`src/shared/sfcc_params.svh`:
```
// register map, field positions, reset values and timing counts
`ifndef SFCC_PARAMS_SVH
`define SFCC_PARAMS_SVH

`define SFCC_ADDR_STATUS_LOW 8'h00
`define SFCC_ADDR_STATUS_HIGH 8'h01
`define SFCC_ADDR_CLEAR_LOW 8'h02
`define SFCC_ADDR_CLEAR_HIGH 8'h03
`define SFCC_ADDR_INT_ENABLE 8'h04
`define SFCC_ADDR_SYS_CTRL_LOW 8'h05

`define SFCC_STATUS_HIGH_RESET 8'h00
`define SFCC_CLEAR_RESET 8'h00
`define SFCC_SYS_CTRL_LOW_RESET 8'h80
`define SFCC_INT_ENABLE_RESET 8'h00

`define SFCC_BIT_SENSE 0
`define SFCC_BIT_BROWNOUT 1
`define SFCC_BIT_OVERPOWER 3
`define SFCC_BIT_CLAMP 4
`define SFCC_BIT_AUTO_CLEAR 7
`define SFCC_BIT_SUPPLY_OK 0

`define SFCC_IE_LOW_MASK 8'h1F
`define SFCC_IE_BIT_OVERPOWER 5
`define SFCC_IE_BIT_CLAMP 6
`define SFCC_IE_BIT_SENSE 7

`define SFCC_DEBOUNCE_MS 11
`define SFCC_CLK_HZ 40000000
`define SFCC_DEBOUNCE_CYCLES ((`SFCC_DEBOUNCE_MS * `SFCC_CLK_HZ) / 1000)

`endif

```
`src/shared/sfcc_pkg.sv`:
```
// types shared by the status flag capture and clear logic
package sfcc_pkg;

  // raw analogue event levels, asynchronous to the controller clock
  typedef struct packed {
    logic brownout;
    logic overpower;
    logic clamp;
  } sfcc_events_t;

  // one register access from the serial slave, one cycle wide
  typedef struct packed {
    logic rd;
    logic wr;
    logic [7:0] addr;
    logic [7:0] wdata;
  } sfcc_access_t;

  typedef enum logic [1:0] {
    SFCC_DB_STABLE = 2'b00,
    SFCC_DB_COUNT = 2'b01
  } sfcc_db_state_t;

endpackage

```
`src/verilog/sfcc_status_flags.sv`:
```
// upper status byte, flag clear registers and interrupt request
`timescale 1ns/1ps
`default_nettype none
`include "sfcc_params.svh"
module sfcc_status_flags #(
  parameter int unsigned DEBOUNCE_CYCLES = `SFCC_DEBOUNCE_CYCLES
) (
  input wire logic clk_sys,
  input wire logic rst_n,
  input wire sfcc_pkg::sfcc_events_t events,
  input wire logic supply_ok_raw,
  input wire logic adapter_sense_input,
  input wire sfcc_pkg::sfcc_access_t acc,
  input wire logic [7:0] status_low_flags,
  input wire logic rd_done,
  output logic [7:0] rdata,
  output logic [7:0] clear_low_pulse,
  output logic status_low_read_clear,
  output logic auto_clear_on_read,
  output logic [7:0] int_enable,
  output logic int_n
);

  logic sense_pin_level;
  logic brownout_flag, overpower_flag, clamp_overvoltage_flag;
  logic sense_edge_flag;
  logic ok_s1_r, ok_s2_r, ok_s1_nxt, ok_s2_nxt;
  logic [2:0] ev_s1_r, ev_s2_r, ev_s1_nxt, ev_s2_nxt;
  logic [7:0] sys_ctrl_r, sys_ctrl_nxt;
  logic [7:0] int_en_r, int_en_nxt;
  logic [7:0] rdata_r, rdata_nxt;
  logic [7:0] clr_low_r, clr_low_nxt;
  logic [1:0] pend_rd_r, pend_rd_nxt;
  logic [7:0] clr_high;
  logic rd_high_clear;
  logic [7:0] status_high;
  logic [7:0] ie_low_mask;

  assign ie_low_mask = `SFCC_IE_LOW_MASK;

  function automatic logic is_wr(input sfcc_pkg::sfcc_access_t a,
                                 input logic [7:0] addr);
    is_wr = a.wr && (a.addr == addr);
  endfunction

  function automatic logic is_rd(input sfcc_pkg::sfcc_access_t a,
                                 input logic [7:0] addr);
    is_rd = a.rd && (a.addr == addr);
  endfunction

  // analogue comparator outputs are asynchronous to this clock
  always_comb begin
    ok_s1_nxt = supply_ok_raw;
    ok_s2_nxt = ok_s1_r;
    ev_s1_nxt = {events.brownout, events.overpower, events.clamp};
    ev_s2_nxt = ev_s1_r;
  end

  always_ff @(posedge clk_sys) begin
    if (!rst_n) begin
      ok_s1_r <= 1'b0;
      ok_s2_r <= 1'b0;
      ev_s1_r <= 3'h0;
      ev_s2_r <= 3'h0;
    end else begin
      ok_s1_r <= ok_s1_nxt;
      ok_s2_r <= ok_s2_nxt;
      ev_s1_r <= ev_s1_nxt;
      ev_s2_r <= ev_s2_nxt;
    end
  end

  sfcc_debounce #(
    .DEBOUNCE_CYCLES(DEBOUNCE_CYCLES)
  ) u_debounce (
    .clk_sys(clk_sys),
    .rst_n(rst_n),
    .raw_in(adapter_sense_input),
    .level(sense_pin_level)
  );

  // clear strobes: write-one pulses, ored with the clear-on-read strobe
  always_comb begin
    clr_high = 8'h00;
    if (is_wr(acc, `SFCC_ADDR_CLEAR_HIGH)) begin
      clr_high = acc.wdata;
    end
    clr_high = clr_high | {8{rd_high_clear}};
  end

  sfcc_edge_latch u_brownout (
    .clk_sys(clk_sys),
    .rst_n(rst_n),
    .event_in(ev_s2_r[2]),
    .both_edges(1'b0),
    .clear(clr_high[`SFCC_BIT_BROWNOUT]),
    .flag(brownout_flag)
  );

  sfcc_edge_latch u_overpower (
    .clk_sys(clk_sys),
    .rst_n(rst_n),
    .event_in(ev_s2_r[1]),
    .both_edges(1'b0),
    .clear(clr_high[`SFCC_BIT_OVERPOWER]),
    .flag(overpower_flag)
  );

  sfcc_edge_latch u_clamp (
    .clk_sys(clk_sys),
    .rst_n(rst_n),
    .event_in(ev_s2_r[0]),
    .both_edges(1'b0),
    .clear(clr_high[`SFCC_BIT_CLAMP]),
    .flag(clamp_overvoltage_flag)
  );

  // hidden latch: both edges of the debounced level, never readable, seen only through int_n
  sfcc_edge_latch u_sense_edge (
    .clk_sys(clk_sys),
    .rst_n(rst_n),
    .event_in(sense_pin_level),
    .both_edges(1'b1),
    .clear(clr_high[`SFCC_BIT_SENSE]),
    .flag(sense_edge_flag)
  );

  always_comb begin
    status_high = `SFCC_STATUS_HIGH_RESET;
    status_high[`SFCC_BIT_SENSE] = sense_pin_level;
    status_high[`SFCC_BIT_BROWNOUT] = brownout_flag;
    status_high[`SFCC_BIT_OVERPOWER] = overpower_flag;
    status_high[`SFCC_BIT_CLAMP] = clamp_overvoltage_flag;
  end

  // register writes, read data and deferred clear-on-read
  always_comb begin
    sys_ctrl_nxt = sys_ctrl_r;
    int_en_nxt = int_en_r;
    rdata_nxt = rdata_r;
    clr_low_nxt = 8'h00;
    pend_rd_nxt = pend_rd_r;
    if (is_wr(acc, `SFCC_ADDR_SYS_CTRL_LOW)) begin
      sys_ctrl_nxt = acc.wdata;
    end
    if (is_wr(acc, `SFCC_ADDR_INT_ENABLE)) begin
      int_en_nxt = acc.wdata;
    end
    if (is_wr(acc, `SFCC_ADDR_CLEAR_LOW)) begin
      // bit 0 has no flag behind it: supply-ok cannot be cleared
      clr_low_nxt = {acc.wdata[7:1], 1'b0};
    end
    if (acc.rd) begin
      unique case (acc.addr)
        `SFCC_ADDR_STATUS_LOW: begin
          rdata_nxt = {status_low_flags[7:1], ok_s2_r};
        end
        `SFCC_ADDR_STATUS_HIGH: rdata_nxt = status_high;
        `SFCC_ADDR_INT_ENABLE: rdata_nxt = int_en_r;
        `SFCC_ADDR_SYS_CTRL_LOW: rdata_nxt = sys_ctrl_r;
        default: rdata_nxt = 8'h00;
      endcase
    end
    // the clear waits for the read to finish so the value is not lost
    if (sys_ctrl_r[`SFCC_BIT_AUTO_CLEAR]) begin
      if (is_rd(acc, `SFCC_ADDR_STATUS_LOW)) begin
        pend_rd_nxt[0] = 1'b1;
      end
      if (is_rd(acc, `SFCC_ADDR_STATUS_HIGH)) begin
        pend_rd_nxt[1] = 1'b1;
      end
    end
    if (rd_done) begin
      pend_rd_nxt = 2'b00;
    end
  end

  always_ff @(posedge clk_sys) begin
    if (!rst_n) begin
      sys_ctrl_r <= `SFCC_SYS_CTRL_LOW_RESET;
      int_en_r <= `SFCC_INT_ENABLE_RESET;
      rdata_r <= 8'h00;
      clr_low_r <= `SFCC_CLEAR_RESET;
      pend_rd_r <= 2'b00;
    end else begin
      sys_ctrl_r <= sys_ctrl_nxt;
      int_en_r <= int_en_nxt;
      rdata_r <= rdata_nxt;
      clr_low_r <= clr_low_nxt;
      pend_rd_r <= pend_rd_nxt;
    end
  end

  assign rd_high_clear = rd_done & pend_rd_r[1];
  assign status_low_read_clear = rd_done & pend_rd_r[0];
  assign clear_low_pulse = clr_low_r;
  assign rdata = rdata_r;
  assign auto_clear_on_read = sys_ctrl_r[`SFCC_BIT_AUTO_CLEAR];
  assign int_enable = int_en_r;

  // supply-ok is not an input of this or-tree
  assign int_n = ~(
    (|({status_low_flags[7], status_low_flags[6], status_low_flags[5],
        status_low_flags[4] | status_low_flags[2],
        status_low_flags[3] | status_low_flags[1]}
       & (int_en_r[4:0] & ie_low_mask[4:0]))) |
    (overpower_flag & int_en_r[`SFCC_IE_BIT_OVERPOWER]) |
    (clamp_overvoltage_flag & int_en_r[`SFCC_IE_BIT_CLAMP]) |
    (sense_edge_flag & int_en_r[`SFCC_IE_BIT_SENSE]));

endmodule
`default_nettype wire

```
`src/verilog/sfcc_debounce.sv`:
```
// debounce filter for the adapter sense pin
`timescale 1ns/1ps
`default_nettype none
`include "sfcc_params.svh"
module sfcc_debounce #(
  parameter int unsigned DEBOUNCE_CYCLES = `SFCC_DEBOUNCE_CYCLES
) (
  input wire logic clk_sys,
  input wire logic rst_n,
  input wire logic raw_in,
  output logic level
);

  logic sync1_r, sync2_r;
  logic sync1_nxt, sync2_nxt;
  logic level_r, level_nxt;
  logic [31:0] cnt_r, cnt_nxt;
  sfcc_pkg::sfcc_db_state_t state_r, state_nxt;

  // a new level is accepted only after it held for the full window
  always_comb begin
    sync1_nxt = raw_in;
    sync2_nxt = sync1_r;
    level_nxt = level_r;
    cnt_nxt = cnt_r;
    state_nxt = state_r;
    unique case (state_r)
      sfcc_pkg::SFCC_DB_STABLE: begin
        if (sync2_r != level_r) begin
          state_nxt = sfcc_pkg::SFCC_DB_COUNT;
          cnt_nxt = 32'h0000_0001;
        end
      end
      sfcc_pkg::SFCC_DB_COUNT: begin
        if (sync2_r == level_r) begin
          state_nxt = sfcc_pkg::SFCC_DB_STABLE;
        end else if (cnt_r >= DEBOUNCE_CYCLES) begin
          level_nxt = sync2_r;
          state_nxt = sfcc_pkg::SFCC_DB_STABLE;
        end else begin
          cnt_nxt = cnt_r + 32'h0000_0001;
        end
      end
      default: state_nxt = sfcc_pkg::SFCC_DB_STABLE;
    endcase
  end

  always_ff @(posedge clk_sys) begin
    if (!rst_n) begin
      sync1_r <= 1'b0;
      sync2_r <= 1'b0;
      level_r <= 1'b0;
      cnt_r <= 32'h0000_0000;
      state_r <= sfcc_pkg::SFCC_DB_STABLE;
    end else begin
      sync1_r <= sync1_nxt;
      sync2_r <= sync2_nxt;
      level_r <= level_nxt;
      cnt_r <= cnt_nxt;
      state_r <= state_nxt;
    end
  end

  assign level = level_r;

endmodule
`default_nettype wire

```
`src/verilog/sfcc_edge_latch.sv`:
```
// sticky event flag: onset edge sets, clear drops, set wins
`timescale 1ns/1ps
`default_nettype none
module sfcc_edge_latch (
  input wire logic clk_sys,
  input wire logic rst_n,
  input wire logic event_in,
  input wire logic both_edges,
  input wire logic clear,
  output logic flag
);

  logic prev_r, prev_nxt;
  logic flag_r, flag_nxt;
  logic hit;

  always_comb begin
    prev_nxt = event_in;
    hit = both_edges ? (event_in ^ prev_r) : (event_in & ~prev_r);
    flag_nxt = hit | (flag_r & ~clear);
  end

  always_ff @(posedge clk_sys) begin
    if (!rst_n) begin
      prev_r <= 1'b0;
      flag_r <= 1'b0;
    end else begin
      prev_r <= prev_nxt;
      flag_r <= flag_nxt;
    end
  end

  assign flag = flag_r;

endmodule
`default_nettype wire

```
`config.mk`:
```
export PLATFORM = sky130hd
export DESIGN_NAME = sfcc_status_flags
export DESIGN_NICKNAME = d
export VERILOG_FILES = /design/src/shared/sfcc_pkg.sv /design/src/verilog/sfcc_status_flags.sv /design/src/verilog/sfcc_debounce.sv /design/src/verilog/sfcc_edge_latch.sv
export VERILOG_INCLUDE_DIRS = /design/src /design/src/shared
export SDC_FILE = /design/constraint.sdc
export NUM_CORES = 1
export LEC_CHECK = 0
export ABC_AREA = 1
export BUFFER_PORTS_ARGS = -buffer_cell sky130_fd_sc_hd__buf_2
export CORE_MARGIN = 2
export CORE_UTILIZATION = 40
export DETAILED_ROUTE_END_ITERATION = 12
export REMOVE_ABC_BUFFERS = 1
export SETUP_SLACK_MARGIN = 0.1
export SLEW_MARGIN = 25
export SYNTH_ARGS = -nofsm -noshare
export SYNTH_HDL_FRONTEND = slang
export SYNTH_SLANG_ARGS = --single-unit
```
`constraint.sdc`:
```
create_clock -name clk_sys -period 1.4 [get_ports clk_sys]
set_clock_uncertainty 0.05 [all_clocks]
set_input_delay 0.21 -clock clk_sys [delete_from_list [all_inputs] [get_ports clk_sys]]
set_output_delay 0.21 -clock clk_sys [all_outputs]
set_load 0.005 [all_outputs]
```
Word-level counts from Yosys, hierarchy flattened
Cells that the tools add are included.
{ "classes": {"bitwise": 34, "n_eq_ne": 12, "magnitude_cmp": 1, "mux": 10, "n_reduce_logical": 17, "n_addsub": 1} }
{ "ops": {"columns": ["op", "n"], "rows": [
  ["two-way mux 32 bit", 3],
  ["one-hot mux 32 bit (2 select lines)", 1],
  ["adder 32 x 1 -> 32 bit, second input constant", 1],
  ["greater-or-equal comparator 32 x 19 -> 1 bit, second input constant", 1],
  ["one-hot mux 8 bit (4 select lines)", 1],
  ["== test 8 x 2 -> 1 bit, second input constant", 2],
  ["== test 8 x 3 -> 1 bit, second input constant", 2],
  ["AND 1 bit", 12],
  ["NOT 1 bit", 10],
  ["OR 1 bit", 9],
  ["== test 8 x 1 -> 1 bit, second input constant", 1],
  ["zero test 8 bit", 1],
  ["AND reduction 2 bit", 4],
  ["logical AND 1 bit", 6],
  ["two-way mux 2 bit", 3],
  ["AND 5 bit", 1],
  ["two-way mux 5 bit", 1],
  ["OR 5 bit", 1],
  ["OR reduction 5 bit", 1],
  ["!= test 2 bit, second input constant", 2],
  ["one-hot mux 2 bit (2 select lines)", 1],
  ["AND reduction 4 bit", 1],
  ["!= test 3 x 1 -> 1 bit, second input constant", 1],
  ["AND reduction 3 bit", 1],
  ["other kinds (8)", 8]
]} }
{ "totals": {"regBits": 87, "inputBits": 34, "out_inout_bits": 27} }

Depth between registers and ports, before layout
{ "depth": {"ltp_word": 7, "mapped_depth": 14, "ltp_nobuf": 13} }

Modules after synthesis
A second synthesis with hierarchy kept.
{ "hier_totals": {"hier_cells": 563, "hier_area_um2": 3976.3} }
{ "by_module_without_submodules": {"columns": ["mod", "area_each_um2", "cells_per_inst", "seq_area_each_um2", "n_inst"], "rows": [
  ["sfcc_debounce", 1845.5, 273, 720.7, 1],
  ["sfcc_status_flags", 1735.4, 230, 820.8, 1],
  ["sfcc_edge_latch", 98.8, 15, 40.0, 4]
]} }

Worst setup path before layout
No wires, ideal clock.
{ "synth_timing": {"path_type": "reg-to-reg", "start": "register u_debounce.cnt_r[0]", "end": "register u_debounce.cnt_r[16]", "path_stages_with_launch": 10, "slack_ns": -0.130, "path_buffers": 0, "setup_ns": 0.071, "arrival_ns": 1.408, "cell_sequence": "dfxtp_1 > ha_1 > nand3_1 > nor3_1 > nand2_1 > nand2_1 > nand2_1 > nor2_1 > nand3_1 > a21oi_1"} }
{ "synth_via": {"elab_chain_cells": 4} }
{ "synth_rtl": {"columns": ["item", "line", "rtl"], "rows": [
  ["start: declaration", "sfcc_debounce.sv:17", "logic [31:0] cnt_r, cnt_nxt;"],
  ["start signal: assignment", "sfcc_debounce.sv:59", "cnt_r <= cnt_nxt;"],
  ["adder 32 x 1 -> 32 bit", "sfcc_debounce.sv:41", "cnt_nxt = cnt_r + 32'h0000_0001;"],
  ["two-way mux 32 bit", "sfcc_debounce.sv:37", "end else if (cnt_r >= DEBOUNCE_CYCLES) begin"],
  ["two-way mux 32 bit", "sfcc_debounce.sv:35", "if (sync2_r == level_r) begin"],
  ["one-hot mux 32 bit (2 select lines)", "sfcc_debounce.sv:27", "unique case (state_r)"]
]} }
Parallel ways exist; a longest one is shown, timed or not. The select of a mux whose other input is x is not followed.
A chain may end at the register's enable or synchronous reset.

Worst setup path in the final report
{ "layout_timing": {"start": "register int_en_r[2] (netlist: int_enable[2])", "end": "output int_n"} }
{ "layout_via": {"elab_chain_cells": 6} }
{ "layout_rtl": {"columns": ["item", "line", "rtl"], "rows": [
  ["start: declaration", "sfcc_status_flags.sv:30", "logic [7:0] int_en_r, int_en_nxt;"],
  ["start signal: assignment", "sfcc_status_flags.sv:181", "int_en_r <= `SFCC_INT_ENABLE_RESET;"],
  ["start signal: assignment", "sfcc_status_flags.sv:187", "int_en_r <= int_en_nxt;"],
  ["AND 5 bit", "sfcc_status_flags.sv:206", "& (int_en_r[4:0] & ie_low_mask[4:0]))) |"],
  ["OR reduction 5 bit", "sfcc_status_flags.sv:203", "(|({status_low_flags[7], status_low_flags[6], status_low_flags[5],"],
  ["OR 1 bit (3 in a row)", "sfcc_status_flags.sv:203", null],
  ["NOT 1 bit", "sfcc_status_flags.sv:202", "assign int_n = ~("],
  ["end: declaration", "sfcc_status_flags.sv:21", "output logic int_n"]
]} }
Every way passes these cells.

==> flow_metrics.tcl <==
set metrics [dict create \
    status "finished, violations left" \
    violations "hold timing, setup timing" \
    worstPathRequired_ps 1140 \
    slowest_delay_ps 350 \
    slew_viol_final 0 \
    fp-row-count 35 \
    ys_ff_latch 85 \
    layout_common_cells "nand2_1, dfxtp_1, buf_4" \
    grt_max_degree 41 \
    drt_pre_antenna_iters 4 \
    die_area_um2 10100 \
    grt_pass1_wl_um 16900 \
    nNetsFinal 683 \
    num_vias 3752 \
    wl_per_cell_um 13.6 \
    critPathLaunchType "flip-flop" \
    crit_fanout 4 \
    cp_slowest_cell "dfxtp_2" \
    grt_pass1_vias 3547 \
    area_growth_pct 45.9 \
    gr-total-overflow 0 \
    wirelength_um 10400 \
    finalPower_mw 4.41 \
    clock_latency_ps 370 \
    fp.dieW_um 100 \
    synth_area_per_cell_um2 7.17 \
    setup_violations 35 \
    cts_tree "yes" \
    holdCritPathClass "input pin to flip-flop" \
    fmax_mhz 620 \
    grt_setup_unrepaired "yes" \
    cp.arrival_ps 1350 \
    layout_commonest_cell "nand2_1" \
    critPathKind "flip-flop to output port" \
    power.density_nw_per_um2 815 \
    ios 61 \
    drc 0 \
    die_y_um 100 \
    antenna_found_initial 0 \
    numCtsBuffers 9 \
    min_period_over_period_pct 115 \
    netlist_instances 517 \
    min_period_ps 1610 \
    wl_met3_um 461 \
    final_util_pct 59.4 \
    cp-end-kind "output port" \
    maxCapViolations 0 \
    worstPathCellList "nand2_1, nand4_1, a21oi_1, nand3_1, a21oi_2, buf_2" \
    gp_congestion 0.929 \
    synth_warnings 0 \
    wl_met2_um 5020 \
    drt-initial-drc-count 233 \
    cts-root-buf "clkbuf_8" \
    coreArea_um2 9110 \
    timing.hold.ws_ps -3.69 \
    drt-met1-wl_um 4790 \
    synth-edff-count 0 \
    r2r_slack_ps -190 \
    drive_above_1_share_pct 40.5 \
    synth_seq_area_share_pct 45.9 \
    io_buffer_count 58 \
    grt_use_total_pct 21.1 \
    cp_top_family "flip-flops" \
    initial_core_util_pct 40.7 \
    setup_slack_ps -212 \
    antenna_cells 0 \
    vias_per_cell 4.92 \
    synth.distinct_cells 30 \
    ys.flop_type "dfxtp_1" \
    ir_drop_v 0.000500 \
    clk_path_buf_depth 2 \
    hold_viol 1 \
    cp.buffers_inverters 1 \
    cts.sinks 85 \
    synthArstFlopShare_pct 0 \
    antenna_left 0 \
    cts.htree.levels 3 \
    top_layer "met4" \
    clk_pin_slew_ps 100 \
    syn_area_um2 3710 \
    p_leak_nw 2.37 \
    dp_hpwl_um 6850 \
]
## timing repair
| item | CTS | global route |
|---|---|---|
| gates cloned | 4 | 0 |
| pin swaps | 22 | 16 |
| resized for setup | 90 | 53 |
| endpoints found under the setup margin | 35 | 35 |
| hold buffers | 4 | 0 |
| hold endpoints to repair | 4 | 0 |
| setup buffers | 14 | 3 |
## worst register-to-register path, stage by stage, from the launching register on
cell and delay, ps:
dfxtp_1 320, inv_1 60, nand2_1 70, nor3_2 110
nand2_1 90, nor2_2 130, nand2_2 90, nand2_4 120
buf_6 150, buf_12 120, nand3_2 50, nand2_1 60
inv_1 40, nor2_1 70
## per-stage QoR
stage	setup slack [ps]	cells	hold slack, ps	setup TNS (ps)	instance area (um2)
finish	-212	763	-3.69	-4790	5410
global route	-311	763	19.1	-8340	5410
CTS	-209	762	1.30	-2840	5210
detailed placement	-230	726	348	-4330	4560
global placement	-180	726	341	-3540	4560
floorplan	-645	496	253	-18900	3600
## cell families (layout without fill, tap and decap cells)
kind of cell,Yosys count,in the layout,share of synthesized area (%)
AND/OR/NAND/NOR,267,267,31.6
flip-flops,85,85,45.9
buffers and inverters,78,213,8.71
AO/OA/AOI/OAI,74,74,10.7
XOR/XNOR,10,10,2.36
adder cells (fa/ha/maj),2,2,0.675
other,1,1,0.101
## metal layers
metal,GRT usage [%],up-vias
met5,0,-
met2,34.1,67
met1,29.2,1744
met4,5.27,0
li1,-,1932
met3,3.69,9
## sequential cells by signal, summed over array words and instances (netlist names), 2 cells and up
signal,flops
u_debounce.cnt_r,32
int_enable,8
rdata,8
sys_ctrl_r,8
clear_low_pulse,7
ev_s1_r,3
ev_s2_r,3
pend_rd_r,2
## cell type report
class,instances,area [um2]
Multi-Input combinational cell,354,2080
Timing Repair Buffer,139,1050
Tap cell,111,139
Clock inverter,7,57.6
Sequential cell,85,1720
Inverter,57,226
Clock buffer,9,124
Fill cell,810,3700
Timing Repair inverter,1,11.3
## where the power goes
group          switching, mW  internal, mW  leakage [nW]  total [mW]
combinational          0.191         0.130          1.59       0.321
clock                  0.963         0.662        0.0824        1.63
sequential            0.0185          2.44         0.695        2.46
## worst paths after layout
kind                                             end  cells after the start                 start
worst max-delay path                           int_n                      6         int_enable[2]
worst min-delay path                         ok_s1_r                      3         supply_ok_raw
worst max register to register  u_debounce.cnt_r[17]                     13  u_debounce.cnt_r[30]
worst min register to register            ev_s2_r[0]                      2            ev_s1_r[0]
## Yosys cell counts, types with 3 or more instances
cell type	count	share of area (%)
inv_2	5	0.51
dfxtp_1	85	46
o21ai_0	18	2.4
nand4_1	11	1.9
xor2_1	8	1.9
o211ai_1	5	1.0
o22ai_1	3	0.51
nor3_1	13	1.8
inv_1	52	5.3
nor2_1	59	6.0
a21oi_1	42	5.7
nand2_1	119	12
buf_2	6	0.81
clkbuf_1	11	1.1
nand3_1	55	7.4
No activity file was read; power rests on OpenSTA's default activity.
